## src/hw/ieps_regs.vh

```
// ieps_regs.vh: address map, field positions and reset values
// of the interrupt enable / pending register bank.
// assumes a 32-bit byte-addressed bus with word-aligned registers.
`ifndef IEPS_REGS_VH
`define IEPS_REGS_VH

// number of peripheral interrupt lines
`define IEPS_NUM_LINES        31

// bus widths
`define IEPS_ADR_W            32
`define IEPS_DAT_W            32
`define IEPS_SEL_W            4

// register byte addresses
`define IEPS_ADR_ENABLE_SET   32'he000e100
`define IEPS_ADR_ENABLE_CLEAR 32'he000e180
`define IEPS_ADR_PENDING_SET  32'he000e200
`define IEPS_ADR_PENDING_CLR  32'he000e280

// word index starts at this address bit
`define IEPS_ADR_WORD_LSB     2

// field positions
`define IEPS_LINE_FIRST       0
`define IEPS_LINE_LAST        30
`define IEPS_USB_WAKE_BIT     30
`define IEPS_RSVD_BIT         31

// reset values
`define IEPS_ENABLE_RST       31'h00000000
`define IEPS_PENDING_RST      31'h00000000
`define IEPS_READY_RST        31'h00000000
`define IEPS_DAT_RST          32'h00000000

// value returned for reserved bits and unmapped words
`define IEPS_RSVD_VAL         1'b0
`define IEPS_UNMAPPED_VAL     32'h00000000

`endif
```

## src/hw/ieps_core.v

```verilog
// ieps_core.v: enable and pending storage for the peripheral
// interrupt lines, with the set-enable, clear-enable, set-pending
// and clear-pending registers on a classic Wishbone slave.
// assumes a single-clock system, a master that holds a request
// until it sees ack, and request inputs synchronous to CLK_SYS.
`timescale 1ns/1ps
`include "ieps_regs.vh"

module ieps_core (
  input  wire                        CLK_SYS,
  input  wire                        SRST,
  input  wire                        WB_CYC_I,
  input  wire                        WB_STB_I,
  input  wire                        WB_WE_I,
  input  wire [`IEPS_ADR_W-1:0]      WB_ADR_I,
  input  wire [`IEPS_SEL_W-1:0]      WB_SEL_I,
  input  wire [`IEPS_DAT_W-1:0]      WB_DAT_I,
  output wire [`IEPS_DAT_W-1:0]      WB_DAT_O,
  output wire                        WB_ACK_O,
  input  wire [`IEPS_NUM_LINES-1:0]  IRQ_REQ,
  output wire [`IEPS_NUM_LINES-1:0]  IRQ_ENABLE,
  output wire [`IEPS_NUM_LINES-1:0]  IRQ_PENDING,
  output wire [`IEPS_NUM_LINES-1:0]  IRQ_READY
);

////////////////////////////////////////////////////////////////////
// bus handshake states

localparam [0:0] ST_IDLE = 1'b0;
localparam [0:0] ST_ACK  = 1'b1;

////////////////////////////////////////////////////////////////////
// decoding helpers

// word match: low address bits are ignored, every word is aligned
function word_hit;
  input [`IEPS_ADR_W-1:0] adr;
  input [`IEPS_ADR_W-1:0] base_adr;
  begin
    word_hit = (adr[`IEPS_ADR_W-1:`IEPS_ADR_WORD_LSB] ==
                base_adr[`IEPS_ADR_W-1:`IEPS_ADR_WORD_LSB]);
  end
endfunction

// expand byte enables to a bit mask
function [`IEPS_DAT_W-1:0] lane_mask;
  input [`IEPS_SEL_W-1:0] sel;
  begin
    lane_mask = {{8{sel[3]}}, {8{sel[2]}}, {8{sel[1]}}, {8{sel[0]}}};
  end
endfunction

// ones written into the line field, reserved bit dropped
function [`IEPS_NUM_LINES-1:0] line_ones;
  input [`IEPS_DAT_W-1:0] dat;
  input [`IEPS_SEL_W-1:0] sel;
  reg   [`IEPS_DAT_W-1:0] m;
  begin
    m         = dat & lane_mask(sel);
    line_ones = m[`IEPS_LINE_LAST:`IEPS_LINE_FIRST];
  end
endfunction

////////////////////////////////////////////////////////////////////
// state

reg  [0:0]                 state_r;
reg  [0:0]                 state_nxt;
reg                        ack_r;
reg                        ack_nxt;
reg  [`IEPS_DAT_W-1:0]     dat_r;
reg  [`IEPS_DAT_W-1:0]     dat_nxt;
reg  [`IEPS_NUM_LINES-1:0] enable_r;
wire [`IEPS_NUM_LINES-1:0] enable_nxt;
reg  [`IEPS_NUM_LINES-1:0] pending_r;
wire [`IEPS_NUM_LINES-1:0] pending_nxt;
reg  [`IEPS_NUM_LINES-1:0] ready_r;

////////////////////////////////////////////////////////////////////
// address decode

wire req_on;
wire hit_en_set;
wire hit_en_clr;
wire hit_pd_set;
wire hit_pd_clr;
wire hit_any;

assign req_on     = WB_CYC_I & WB_STB_I;
assign hit_en_set = word_hit(WB_ADR_I, `IEPS_ADR_ENABLE_SET);
assign hit_en_clr = word_hit(WB_ADR_I, `IEPS_ADR_ENABLE_CLEAR);
assign hit_pd_set = word_hit(WB_ADR_I, `IEPS_ADR_PENDING_SET);
assign hit_pd_clr = word_hit(WB_ADR_I, `IEPS_ADR_PENDING_CLR);
assign hit_any    = hit_en_set | hit_en_clr | hit_pd_set | hit_pd_clr;

////////////////////////////////////////////////////////////////////
// write strobes
// a write lands only on the edge where the master sees ack,
// so a master that abandons the cycle early changes nothing

wire wr_fire;
wire [`IEPS_NUM_LINES-1:0] wr_ones;
wire [`IEPS_NUM_LINES-1:0] en_set_bits;
wire [`IEPS_NUM_LINES-1:0] en_clr_bits;
wire [`IEPS_NUM_LINES-1:0] pd_set_bits;
wire [`IEPS_NUM_LINES-1:0] pd_clr_bits;

assign wr_fire     = (state_r == ST_ACK) & req_on & WB_WE_I;
assign wr_ones     = line_ones(WB_DAT_I, WB_SEL_I);
assign en_set_bits = (wr_fire & hit_en_set) ? wr_ones :
                     {`IEPS_NUM_LINES{1'b0}};
assign en_clr_bits = (wr_fire & hit_en_clr) ? wr_ones :
                     {`IEPS_NUM_LINES{1'b0}};
assign pd_set_bits = (wr_fire & hit_pd_set) ? wr_ones :
                     {`IEPS_NUM_LINES{1'b0}};
assign pd_clr_bits = (wr_fire & hit_pd_clr) ? wr_ones :
                     {`IEPS_NUM_LINES{1'b0}};

////////////////////////////////////////////////////////////////////
// per-line storage update

genvar i;
generate
  for (i = 0; i < `IEPS_NUM_LINES; i = i + 1) begin : g_line
    // zero bits fall through unchanged
    assign enable_nxt[i] = en_set_bits[i] |
                           (enable_r[i] & ~en_clr_bits[i]);
    // set beats clear so no request edge is lost
    assign pending_nxt[i] = pd_set_bits[i] |
                            IRQ_REQ[i] |
                            (pending_r[i] & ~pd_clr_bits[i]);
  end
endgenerate

// one shared enable vector behind both enable registers
always @(posedge CLK_SYS) begin
  if (SRST) begin
    enable_r <= `IEPS_ENABLE_RST;
  end else begin
    enable_r <= enable_nxt;
  end
end

// one shared pending vector behind both pending registers
always @(posedge CLK_SYS) begin
  if (SRST) begin
    pending_r <= `IEPS_PENDING_RST;
  end else begin
    pending_r <= pending_nxt;
  end
end

// lines both pending and enabled, for the priority stage
always @(posedge CLK_SYS) begin
  if (SRST) begin
    ready_r <= `IEPS_READY_RST;
  end else begin
    ready_r <= pending_nxt & enable_nxt;
  end
end

////////////////////////////////////////////////////////////////////
// read data
// both enable words show the same vector, both pending words too

reg [`IEPS_DAT_W-1:0] rd_val;

always @* begin
  rd_val = `IEPS_UNMAPPED_VAL;
  if (hit_en_set | hit_en_clr) begin
    rd_val = {`IEPS_RSVD_VAL, enable_r};
  end else if (hit_pd_set | hit_pd_clr) begin
    rd_val = {`IEPS_RSVD_VAL, pending_r};
  end
end

////////////////////////////////////////////////////////////////////
// bus handshake
// ack comes one cycle after the request and lasts one cycle;
// read data is captured then and held through the ack cycle

always @* begin
  state_nxt = state_r;
  ack_nxt   = 1'b0;
  dat_nxt   = dat_r;
  case (state_r)
    ST_IDLE: begin
      if (req_on) begin
        state_nxt = ST_ACK;
        ack_nxt   = 1'b1;
        // writes read back zero, unmapped words too
        if (!WB_WE_I && hit_any) begin
          dat_nxt = rd_val;
        end else begin
          dat_nxt = `IEPS_UNMAPPED_VAL;
        end
      end
    end
    ST_ACK: begin
      // ack always drops here, giving the master its idle cycle
      state_nxt = ST_IDLE;
      ack_nxt   = 1'b0;
    end
    default: begin
      state_nxt = ST_IDLE;
      ack_nxt   = 1'b0;
      dat_nxt   = `IEPS_DAT_RST;
    end
  endcase
end

always @(posedge CLK_SYS) begin
  if (SRST) begin
    state_r <= ST_IDLE;
    ack_r   <= 1'b0;
    dat_r   <= `IEPS_DAT_RST;
  end else begin
    state_r <= state_nxt;
    ack_r   <= ack_nxt;
    dat_r   <= dat_nxt;
  end
end

////////////////////////////////////////////////////////////////////
// outputs

// ack is masked if the master has let go, so a late ack never
// answers a request that is no longer there
assign WB_ACK_O    = ack_r & req_on;
assign WB_DAT_O    = dat_r;
assign IRQ_ENABLE  = enable_r;
assign IRQ_PENDING = pending_r;
assign IRQ_READY   = ready_r;

endmodule // ieps_core

```

## config.mk

```make
export PLATFORM = sky130hd
export DESIGN_NAME = ieps_core
export DESIGN_NICKNAME = d
export VERILOG_FILES = /design/src/hw/ieps_core.v
export VERILOG_INCLUDE_DIRS = /design/src /design/src/hw
export SDC_FILE = /design/constraint.sdc
export NUM_CORES = 1
export LEC_CHECK = 0
export ABC_CLOCK_PERIOD_IN_PS = 5200
export BUFFER_PORTS_ARGS = -buffer_cell sky130_fd_sc_hd__buf_2
export CORE_UTILIZATION = 45
export CTS_CLUSTER_SIZE = 16
export DETAILED_ROUTE_END_ITERATION = 8
export PLACE_DENSITY_LB_ADDON = 0.12
export SYNTH_ARGS = -nofsm -noshare
export SYNTH_HDL_FRONTEND = slang
export SYNTH_SLANG_ARGS = --single-unit
```

## constraint.sdc

```tcl
create_clock -name CLK_SYS -period 5.2 [get_ports CLK_SYS]
set_input_delay 1.04 -clock CLK_SYS [delete_from_list [all_inputs] [get_ports CLK_SYS]]
set_output_delay 1.04 -clock CLK_SYS [all_outputs]
set_load 0.005 [all_outputs]
```

; Word level (Yosys, flattened, before mapping)
; Index checks and enable logic that the tools add are counted.
[totals]
regBits = 126
wordCells = 252
in_bits = 104
out_inout_bits = 126
[op_classes]
bitwise_logic = 231
muxes = 9
eq_ne = 4
reduce_logical = 3
[ops]
columns = operator, count
row1 = two-way mux 31 bit, 6
row2 = "equality test 30 bit, second input constant", 4
row3 = OR 1 bit, 97
row4 = bitwise AND 1 bit, 69
row5 = NOT 1 bit, 63
row6 = bitwise AND 31 bit, 2
row7 = two-way mux 32 bit, 1
row8 = one-hot mux 1 bit (2 select lines), 1
row9 = AND reduction 2 bit, 1
row10 = logical AND 1 bit, 1
row11 = logical NOT 1 bit, 1
row12 = two-way mux 1 bit, 1

; Depth between registers and ports, before layout
; Gate-level depths: netlist of run 1.
[logic_depth]
depth_word = 9
depth_mapped = 8
ltp_nobuf = 5

; Worst setup path after synthesis of run 1
; Ideal clock, no wire load.
[synth_timing]
path_type = input -> register
start = input WB_ADR_I[27]
end = register ready_r[28], in the netlist IRQ_READY[28]
setup_time_ps = 115
arrival_time_ps = 2340
path_slack_ps = 2745
stages = 7
required_time_ps = 5085
n_path_buf = 2
path_cell_list = nor4b_2 > and4_1 > buf_6 > buf_8 > nand4_2 > mux2_4 > and2_1
[synth_between]
elab_chain_len = 7
word_cells_on_any_way = 20
classes_between = eq/ne: 4 / mux: 4 / bitwise: 12
[synth_rtl]
columns = element, line_no
row1 = start: declaration, ieps_core.v:15  ; input wire [`IEPS_ADR_W-1:0] WB_ADR_I,
row2 = equality test 30 bit, ieps_core.v:40  ; word_hit = (adr[`IEPS_ADR_W-1:`IEPS_ADR_WORD_LSB] ==
row3 = "bitwise AND 1 bit, on equally long branches", "ieps_core.v:116, ieps_core.v:112"
row4 = "two-way mux 31 bit, on equally long branches", "ieps_core.v:116, ieps_core.v:112"
row5 = "NOT 1 bit, on equally long branches", "ieps_core.v:131, ieps_core.v:127"
row6 = "bitwise AND 1 bit, on equally long branches", "ieps_core.v:131, ieps_core.v:127"
row7 = "OR 1 bit, on equally long branches", "ieps_core.v:130, ieps_core.v:126"
row8 = bitwise AND 31 bit *, ieps_core.v:158  ; ready_r <= pending_nxt & enable_nxt;
row9 = end signal: assignment, ieps_core.v:156  ; ready_r <= `IEPS_READY_RST;
row10 = end signal: assignment, ieps_core.v:158
row11 = end: declaration, ieps_core.v:77  ; reg [`IEPS_NUM_LINES-1:0] ready_r;
; Mark *: on every way between the ends. The rest lies on a longest branch, timed or not.
; A chain may end at the register's enable or synchronous reset.

; Worst setup path after layout of run 1
[layout_timing]
start = input WB_ADR_I[19]
end = register enable_r[6], in the netlist IRQ_ENABLE[6]
[layout_between]
elab_chain_len = 6
word_cells_on_any_way = 9
classes_between = eq/ne: 2 / mux: 2 / bitwise: 5
[layout_rtl]
columns = element, line_no
row1 = equality test 30 bit, ieps_core.v:40
row2 = bitwise AND 1 bit, ieps_core.v:112  ; assign en_clr_bits = (wr_fire & hit_en_clr) ? wr_ones :
row3 = two-way mux 31 bit, ieps_core.v:112
row4 = NOT 1 bit, ieps_core.v:127  ; (enable_r[i] & ~en_clr_bits[i]);
row5 = bitwise AND 1 bit, ieps_core.v:127
row6 = OR 1 bit *, ieps_core.v:126  ; assign enable_nxt[i] = en_set_bits[i] |
row7 = end signal: assignment, ieps_core.v:138  ; enable_r <= `IEPS_ENABLE_RST;
row8 = end signal: assignment, ieps_core.v:140  ; enable_r <= enable_nxt;
row9 = end: declaration, ieps_core.v:73  ; reg [`IEPS_NUM_LINES-1:0] enable_r;
; Marks and branches as above.

==> reports/results.ini, run 1 <==
[clock_tree]
cts.sinks = 125
post_cts_resized = 0
cts_buffer_depth = 2
clk_pin_slew_ns = 0.05
cts_hold_buffers = 0
htreeDepth = 4
clkLatencyLatePin_ns = 0.41
numCtsBuffers = 17
cts_tree = yes
root_buffer = clkbuf_16
post-cts-setup-buffers = 0

[critical_path]
critPathBufInv = 2
crit_family = simple AND/OR/NAND/NOR gates
cp_data_required_time_ns = 5.46
crit_slowest_cell = and4_2
worstPathArrival_ns = 3.35
critPathCaptureType = flop
crit_path_cell_trace = buf_2, nor4_2, and4_2, buf_4, nand4_1, mux2i_1, nor2_1
max_stage_delay_ns = 0.98
critPathKind = in2reg
start_kind = primary input
worst-path-max-fanout = 45

[final_layout]
area_growth_pct = 28.9
finalCoreUtilization = 0.597
register_area_um2 = 2500
final_area_um2 = 7200
multi_input_area_um2 = 2770
drive_above_1_share = 0.339
num-nets-final = 910
fillCellCount = 1101

[route]
drc_errors = 0
vias = 5562
drtPass1Iterations = 5
ant_nets = 0
wl_per_cell_um = 17.9
wl_mm = 17.6
top_layer = met4
met1_length_mm = 7.27
drtIter0Drc = 438
wl_met2_mm = 8.47
wl_met3_mm = 1.60
detail_route.vias_per_cell = 5.64

[floorplanning]
start_util = 0.463
chipHeight_um = 113
core_um2 = 12100
core.rowCount = 40
die_w_um = 113
io_pins = 230
dieArea_um2 = 12900

[synth]
synthFlopType = dfxtp_1
ys_types = 32
syn_area_per_cell_um2 = 9.15
syn_nets = 715
yosys_warnings = 0
netlist_instances = 611
yosys.cell_count.top_type = dfxtp_1
ys_async_sr_fraction = 0
synth_top_area_frac = 0.448
synthTopCellsByArea = dfxtp_1, mux2i_1, o31ai_1, and2_1, and3_1
ys_ff_latch = 125
synth_edf_count = 0
syn_area_um2 = 5590
synth_top_area_cell = dfxtp_1
synth_commonest_cells = dfxtp_1, mux2i_1, clkbuf_1
ys_seq_area_frac = 0.448

[power_and_ir_drop]
leakage_nw = 3.36
worst_ir_drop_vdd_mv = 0.173
p_per_area_nw_per_um2 = 306

[timing]
min_period_over_period = 0.594
setup-tns-final_ns = 0
fmax_mhz = 324
setup_ws_ns = 2.11
setup_viol = 0
relSlewSlack = 0.271
finalCriticalPeriod_ns = 3.09
finalHoldViolations = 0
worstMarginPinSlew_ns = 1.09
rsz0062_at_grt = no
whs_ns = 0.440
slew_viol_final = 0
fin_skew_ns = 0.00863

[place]
dp_hpwl_mm = 11.1
pre_cts_ws_ns = 1.71
port_buffers = 225
place_area_um2 = 6680
gp_congestion = 0.834

[job]
cap_violations = 0

[global_route]
grt_pass1_vias = 5397
antenna_found_initial = 1
grt_max_degree = 64
track_usage = 0.277
grt_overflow = 0
grt_pass1_wl_mm = 27.6

[outcome]
status = finished clean

[min_path]
min_path_type = reg2reg

-- stage by stage --
step,total power [mW],std cells
finish,2.21,986
global route,2.29,986
CTS,2.22,985
detailed placement,1.18,955
global placement,1.18,955
floorplan,1.10,611
-- power by group --
group	internal [mW]	switching (mW)	total, mW	leakage [nW]
Combinational	0.0765	0.0987	0.175	2.09
Sequential	0.977	0.0148	0.992	1.02
Clock	0.653	0.384	1.04	0.252
Total	1.71	0.498	2.21	3.36
-- worst reg2reg max path, cell delays in order, from the launching register on --
cell and delay [ns]:
dfxtp_1 0.37, and3_1 0.21, and4_2 0.92, buf_4 0.38, nand4_1 0.15, mux2i_1 0.27
nor2_1 0.08
-- registers in the layout, summed over array words and instances, names as in the netlist --
signal       flops
WB_DAT_O        31
ack_r            1
IRQ_PENDING     31
IRQ_READY       31
IRQ_ENABLE      31
-- cell families (layout without fill, tap and decap cells) --
| family | Yosys count | in the layout | synth area share |
|---|---|---|---|
| flops | 125 | 125 | 0.448 |
| simple gates | 239 | 239 | 0.245 |
| buf+inv | 59 | 265 | 0.0589 |
| other cells | 1 | 2 | 0.000671 |
| mux | 62 | 62 | 0.113 |
| compound gates | 125 | 125 | 0.134 |
-- placed cells by master (no fill, tap or decap), drive strengths merged --
| cell | netlist | layout |
|---|---|---|
| dfxtp | 125 | 125 |
| diode | 0 | 1 |
| nand4 | 34 | 34 |
| and2 | 36 | 36 |
| and4 | 2 | 2 |
| nor4b | 3 | 3 |
| inv | 1 | 1 |
| clkbuf | 37 | 29 |
| nor3 | 2 | 2 |
| nor2 | 29 | 29 |
| mux2i | 58 | 58 |
| nand2 | 32 | 32 |
| o21ai | 31 | 31 |
| clkinv | 0 | 1 |
| a41oi | 1 | 1 |
| o21ba | 1 | 1 |
| conb | 1 | 1 |
| nor4 | 2 | 2 |
| a31oi | 30 | 30 |
| mux2 | 4 | 4 |
| and4bb | 2 | 2 |
| buf | 21 | 234 |
| and3 | 33 | 33 |
| nor2b | 33 | 33 |
| a21oi | 31 | 31 |
| o31ai | 31 | 31 |
| nand3 | 31 | 31 |
-- worst paths after layout --
kind | from | to | slack [ns] | cells past startpoint
setup / recovery | WB_ADR_I[19] | IRQ_ENABLE[6] | 2.11 | 7
hold reg to reg | WB_DAT_O[1] | WB_DAT_O[1] | 0.44 | 2
hold / removal | WB_DAT_O[1] | WB_DAT_O[1] | 0.44 | 2
setup reg to reg | ack_r | IRQ_ENABLE[6] | 2.67 | 6
-- layout make-up --
type	count	area share
multi-input cells	427	0.385
flip-flops and latches	125	0.348
repair buffers	234	0.166
clock buffers	29	0.0709
well taps	168	0.0292
clock inverters	1	0.000695
inverters	1	0.000521
diodes	1	0.000348
-- routing by layer --
layer | track usage | vias up
li1 | - | 2590
met1 | 0.344 | 2615
met2 | 0.461 | 332
met3 | 0.0717 | 25
met4 | 0.109 | 0
met5 | 0 | -
Note: power is estimated with default switching activity, not from simulation.
==> run 2, diff against run 1 <==
--- a/config.mk
+++ b/config.mk
@@ -6,7 +6,8 @@
 export SDC_FILE = /design/constraint.sdc
 export NUM_CORES = 1
 export LEC_CHECK = 0
-export ABC_CLOCK_PERIOD_IN_PS = 5200
+export ABC_AREA = 1
+export ABC_CLOCK_PERIOD_IN_PS = 3200
 export BUFFER_PORTS_ARGS = -buffer_cell sky130_fd_sc_hd__buf_2
 export CORE_UTILIZATION = 45
 export CTS_CLUSTER_SIZE = 16
==> constraint.sdc (replaced) <==
create_clock -name CLK_SYS -period 3.2 [get_ports CLK_SYS]
set_input_delay 0.64 -clock CLK_SYS [delete_from_list [all_inputs] [get_ports CLK_SYS]]
set_output_delay 0.64 -clock CLK_SYS [all_outputs]
set_load 0.005 [all_outputs]
==> run 2 against run 1 <==
Net effect: register-to-register slack worse by 1.5 ns; routed wire length down 3.5%; global-route usage down 0.76 points; non-clock buffer count up 6; highest routed layer unchanged; cell count up 21%; combinational power up 52%; via count up 6.4%.
==> reports/results.ini, run 2 <==
[place]
dp_hpwl_mm = 11.3  ; +1.7%
gp_congestion = 0.799  ; -4.3%
port_buffers = 225  ; unchanged
pre_cts_ws_ns = 0.758  ; -0.948 ns

[critical_path]
worstPathArrival_ns = 2.37  ; -0.98 ns
rrSetupSlack_ns = 1.18  ; -1.49 ns
worst-path-max-fanout = 31  ; -31%
start_kind = primary input
critPathKind = in2reg
cp_data_required_time_ns = 3.54  ; -1.92 ns
critPathCaptureType = flop

[global_route]
grt_max_degree = 64  ; unchanged
track_usage = 0.270  ; -0.00756
grt_overflow = 0  ; unchanged
antenna_found_initial = 1  ; unchanged
grt_pass1_wl_mm = 27.1  ; -2.0%
grt_pass1_vias = 5407  ; +0.19%

[synth]
ys_types = 24  ; -25%
ys_async_sr_fraction = 0  ; unchanged
netlist_instances = 806  ; +32%
synth_commonest_cells = nand2_1, dfxtp_1, inv_1
synth_top_area_frac = 0.443  ; -0.00506
syn_nets = 910  ; +27%
ys_seq_area_frac = 0.443  ; -0.00506
yosys.cell_count.top_type = nand2_1
syn_area_per_cell_um2 = 7.01  ; -23%
synth_edf_count = 0  ; unchanged
ys_ff_latch = 125  ; unchanged
synthTopCellsByArea = dfxtp_1, nand2_1, inv_1, nand4_1, nor2_1
synth_top_area_cell = dfxtp_1
synthFlopType = dfxtp_1
yosys_warnings = 0  ; unchanged
syn_area_um2 = 5650  ; +1.1%

[final_layout]
diodes = 0  ; -1
drive_above_1_share = 0.279  ; -0.0603
fillCellCount = 1196  ; +8.6%
layout_commonest_cell = buf_2
num-nets-final = 1118  ; +23%
final_cell_mix = buf_2, nand2_1, dfxtp_1
area_growth_pct = 31.6
finalCoreUtilization = 0.614  ; +0.0172

[timing]
setup_ws_ns = 1.17  ; -0.939 ns
slew_viol_final = 0  ; unchanged
fmax_mhz = 493
setup_viol = 0  ; unchanged
fin_skew_ns = 0.00829  ; -0.000336 ns
rsz0062_at_grt = no
worstMarginPinSlew_ns = 0.827  ; -0.267 ns
min_period_over_period = 0.634
relSlewSlack = 0.447  ; +0.176
finalHoldViolations = 0  ; unchanged
setup-tns-final_ns = 0  ; unchanged
finalCriticalPeriod_ns = 2.03

[clock_tree]
htreeDepth = 4  ; unchanged
cts_buffer_depth = 2  ; unchanged
root_buffer = clkbuf_16
clkLatencyLatePin_ns = 0.42  ; about the same
post-cts-setup-buffers = 0  ; unchanged
cts_tree = yes
post_cts_resized = 0  ; unchanged
cts_hold_buffers = 0  ; unchanged
cts.sinks = 125  ; unchanged
clk_pin_slew_ns = 0.05  ; about the same
numCtsBuffers = 17  ; unchanged

[job]
cap_violations = 0  ; unchanged

[route]
top_layer = met4
wl_mm = 17.0  ; -3.5%
drc_errors = 0  ; unchanged
drtIter0Drc = 293  ; -33%
vias = 5916  ; +6.4%
drtPass1Iterations = 5  ; unchanged
wl_per_cell_um = 14.3  ; -20%
wl_met2_mm = 7.82  ; -7.6%
ant_nets = 0  ; unchanged
wl_met3_mm = 1.33  ; -17%
detail_route.vias_per_cell = 4.95  ; -12%
met1_length_mm = 7.65  ; +5.2%

[floorplanning]
core.rowCount = 40  ; unchanged
dieArea_um2 = 13000  ; +1.1%
io_pins = 230  ; unchanged
core_um2 = 12100  ; +0.41%
start_util = 0.467  ; +0.00335
chipHeight_um = 114  ; +0.56%
die_w_um = 114  ; +0.56%

[power_and_ir_drop]
leakage_nw = 3.72  ; +11%
total_power_mw = 3.80  ; +72%
worst_ir_drop_vdd_mv = 0.332  ; +92%
p_per_area_nw_per_um2 = 511  ; +67%

[min_path]
min_path_type = reg2reg

[outcome]
status = finished clean

==> run 2: layout make-up <==
type	instances	area, µm²	share of cell area
multi-input combinational	515	2460	0.331
clock inverter	7	113	0.0151
tap	168	210	0.0283
inverter	115	432	0.0580
clock buffer	24	472	0.0634
sequential	125	2500	0.336
timing repair buffer	240	1250	0.168
==> run 2: through the flow <==
stage                     cells  area [µm²]  hold WS (ns)
after floorplan             806        5650         0.462
after global placement     1163        6850         0.450
after detailed placement   1163        6850         0.452
after CTS                  1194        7440         0.460
after global routing       1194        7440         0.477
final                      1194        7440         0.459
==> run 2: cell families (layout without fill, tap and decap cells) <==
family | Yosys count | in the layout | share of synthesized area
buf+inv | 166 | 386 | 0.124
compound gates | 155 | 155 | 0.157
flops | 125 | 125 | 0.443
simple gates | 359 | 359 | 0.276
other cells | 1 | 1 | 0.000664
==> run 2: report_power, final <==
| group | internal, mW | leakage [nW] | switching, mW |
|---|---|---|---|
| Sequential | 1.59 | 1.02 | 0.0226 |
| Combinational | 0.116 | 2.42 | 0.150 |
| Clock | 1.26 | 0.284 | 0.669 |
| Total | 2.96 | 3.72 | 0.842 |
==> run 2: worst max-delay path: stages <==
cell	delay [ns]
buf_2	0.10
nand2_1	0.05
nor2_1	0.13
nand2_1	0.08
inv_2	0.27
nand2_2	0.55
o21bai_1	0.32
a21oi_1	0.08
nor2_1	0.14
==> run 2: worst paths after layout <==
path                 from            end  cells past startpoint
max              WB_CYC_I  IRQ_READY[30]                      9
min          WB_DAT_O[11]   WB_DAT_O[11]                      2
max reg2reg         ack_r  IRQ_READY[30]                      8
min reg2reg  WB_DAT_O[11]   WB_DAT_O[11]                      2
==> run 2: metal layers <==
| metal | vias up | track usage |
|---|---|---|
| li1 | 3015 | - |
| met1 | 2634 | 0.346 |
| met4 | 0 | 0.0935 |
| met3 | 18 | 0.0646 |
| met5 | - | 0 |
| met2 | 249 | 0.444 |
==> run 3, diff against run 2 <==
--- a/config.mk
+++ b/config.mk
@@ -7,7 +7,7 @@
 export NUM_CORES = 1
 export LEC_CHECK = 0
 export ABC_AREA = 1
-export ABC_CLOCK_PERIOD_IN_PS = 3200
+export ABC_CLOCK_PERIOD_IN_PS = 1950
 export BUFFER_PORTS_ARGS = -buffer_cell sky130_fd_sc_hd__buf_2
 export CORE_UTILIZATION = 45
 export CTS_CLUSTER_SIZE = 16
==> constraint.sdc (replaced) <==
create_clock -name CLK_SYS -period 1.95 [get_ports CLK_SYS]
set_input_delay 0.39 -clock CLK_SYS [delete_from_list [all_inputs] [get_ports CLK_SYS]]
set_output_delay 0.39 -clock CLK_SYS [all_outputs]
set_load 0.005 [all_outputs]
==> run 3 against run 2 <==
Net effect: cell count up 0.34%; routed wire length fell by 2.4%; die area is the same; non-clock buffer count grew 9; critical endpoint is now IRQ_READY[8]; combinational power rose by 66%.
==> reports/results.ini, run 3 (synthesis results as in run 2) <==
[outcome]
status = finished clean

[route]
wl_per_cell_um = 13.9  ; -2.7%
wl_mm = 16.6  ; -2.4%
drc_errors = 0  ; unchanged
detail_route.vias_per_cell = 4.91  ; -0.92%
drtPass1Iterations = 6  ; +1
vias = 5881  ; -0.59%
drtIter0Drc = 279  ; -4.8%
ant_nets = 0  ; unchanged

[final_layout]
register_area_um2 = 2500  ; unchanged
final_area_um2 = 7500  ; +0.77%
final_cell_mix = buf_2, nand2_1, dfxtp_1
area_growth_pct = 32.6
num-nets-final = 1127  ; +0.81%
multi_input_area_um2 = 2460  ; unchanged
fillCellCount = 1209  ; +1.1%
drive_above_1_share = 0.284  ; +0.00571
layout_commonest_cell = buf_2
diodes = 0  ; unchanged

[critical_path]
crit_path_cell_trace = inv_1, nor2_1, nand2_1, inv_2, nand2_1, buf_4, o21ai_0, o21ai_1, nand2_1, nor2_1
crit_cells = 10  ; +1
crit_slowest_cell = dfxtp_1
r2r-start = ack_r
critPathBufInv = 3  ; +1
crit_end = IRQ_READY[8]
rrSetupSlack_ns = 0.45  ; -0.73 ns
worstPathArrival_ns = 1.80  ; -0.57 ns
cp-startpoint = ack_r
crit_top_cell = nand2_1
worst-path-max-fanout = 14  ; -55%
cp_data_required_time_ns = 2.25  ; -1.29 ns
reg2reg_to = IRQ_READY[8]
crit_family = simple AND/OR/NAND/NOR gates
reg2regPathDepth = 10  ; +2
critPathCaptureType = flop
start_kind = flop
max_stage_delay_ns = 0.30  ; -0.25 ns
critPathKind = reg2reg

[global_route]
grt_pass1_wl_mm = 26.3  ; -2.6%
grt_max_degree = 32  ; -50%
antenna_found_initial = 0  ; -1
track_usage = 0.262  ; -0.00722
grt_pass1_vias = 5424  ; +0.31%
grt_overflow = 0  ; unchanged

[timing]
setup_viol = 0  ; unchanged
rsz0062_at_grt = no
min_period_over_period = 0.770
setup-tns-final_ns = 0  ; unchanged
slew_viol_final = 0  ; unchanged
fmax_mhz = 666
fin_skew_ns = 0.00780  ; -0.000498 ns
finalCriticalPeriod_ns = 1.50
finalHoldViolations = 0  ; unchanged

[floorplanning]
start_util = 0.467  ; unchanged
io_pins = 230  ; unchanged
dieArea_um2 = 13000  ; unchanged
core_um2 = 12100  ; unchanged
chipHeight_um = 114  ; unchanged
die_w_um = 114  ; unchanged
core.rowCount = 40  ; unchanged

[clock_tree]
clk_pin_slew_ns = 0.05  ; about the same
cts_buffer_depth = 2  ; unchanged
htreeDepth = 4  ; unchanged
cts_hold_buffers = 0  ; unchanged
numCtsBuffers = 17  ; unchanged
cts.sinks = 125  ; unchanged
root_buffer = clkbuf_16
cts_tree = yes
post_cts_resized = 0  ; unchanged
clkLatencyLatePin_ns = 0.41  ; about the same
post-cts-setup-buffers = 0  ; unchanged

[power_and_ir_drop]
worst_ir_drop_vdd_mv = 0.460  ; +39%
p_per_area_nw_per_um2 = 797  ; +56%
leakage_nw = 3.76  ; +1.1%

[place]
gp_congestion = 0.796  ; -0.34%
port_buffers = 225  ; unchanged
place_area_um2 = 6960  ; +1.5%
dp_hpwl_mm = 11.7  ; +3.7%

[min_path]
min_path_type = in2reg

[job]
cap_violations = 0  ; unchanged

-- run 3: cell types whose count changed in the layout (fill, tap and decap cells not counted) --
| cell | before | now |
|---|---|---|
| buf_12 | 1 | 4 |
| buf_4 | 14 | 20 |
| bufinv_16 | 3 | 1 |
| clkbuf_1 | 5 | 2 |
| clkbuf_8 | 2 | 5 |
| clkinv_2 | 3 | 1 |
| clkinvlp_4 | 1 | 0 |
-- run 3: metrics by stage --
stage	hold slack [ns]	total power, mW	util	instances	setup slack [ns]
floorplan	0.462	2.92	-	806	0.386
global placement	0.450	3.13	0.575	1172	0.0730
detailed placement	0.452	3.13	0.575	1172	0.0572
CTS	0.283	6.01	0.619	1198	0.458
global route	0.307	6.20	0.619	1198	0.177
finish	0.297	5.97	0.619	1198	0.449
-- run 3: power by group --
part	leakage, nW	internal [mW]	switching, mW
clock	0.266	1.87	1.01
combinational	2.48	0.194	0.247
sequential	1.02	2.61	0.0393
-- run 3: worst min path at each step --
| stage | start | end | cells after the start |
|---|---|---|---|
| after floorplan | WB_DAT_O[0] | WB_DAT_O[0] | 2 |
| after global placement | WB_DAT_O[0] | WB_DAT_O[0] | 2 |
| after detailed placement | WB_DAT_O[21] | WB_DAT_O[21] | 2 |
| after CTS | IRQ_REQ[21] | IRQ_PENDING[21] | 4 |
| after global routing | IRQ_REQ[21] | IRQ_PENDING[21] | 4 |
| final | IRQ_REQ[21] | IRQ_PENDING[21] | 4 |
-- run 3: per-layer routing --
layer / GRT usage / share of wire
met1: 0.329 / 0.45
met2: 0.438 / 0.46
met3: 0.0630 / 0.067
met4: 0.0961 / 0.022
met5: 0 / 0
-- run 3: tightest hold or removal path, cell delays in order --
cell,delay (ns)
buf_2,0.07
o21bai_1,0.09
a21oi_1,0.05
nor2_1,0.07
-- run 3: area by class of cell --
class,count,share of cell area
Sequential cell,125,0.334
Multi-Input combinational cell,515,0.328
Timing Repair Buffer,249,0.181
Clock buffer,24,0.0669
Inverter,115,0.0576
Tap cell,168,0.0280
Clock inverter,2,0.00467
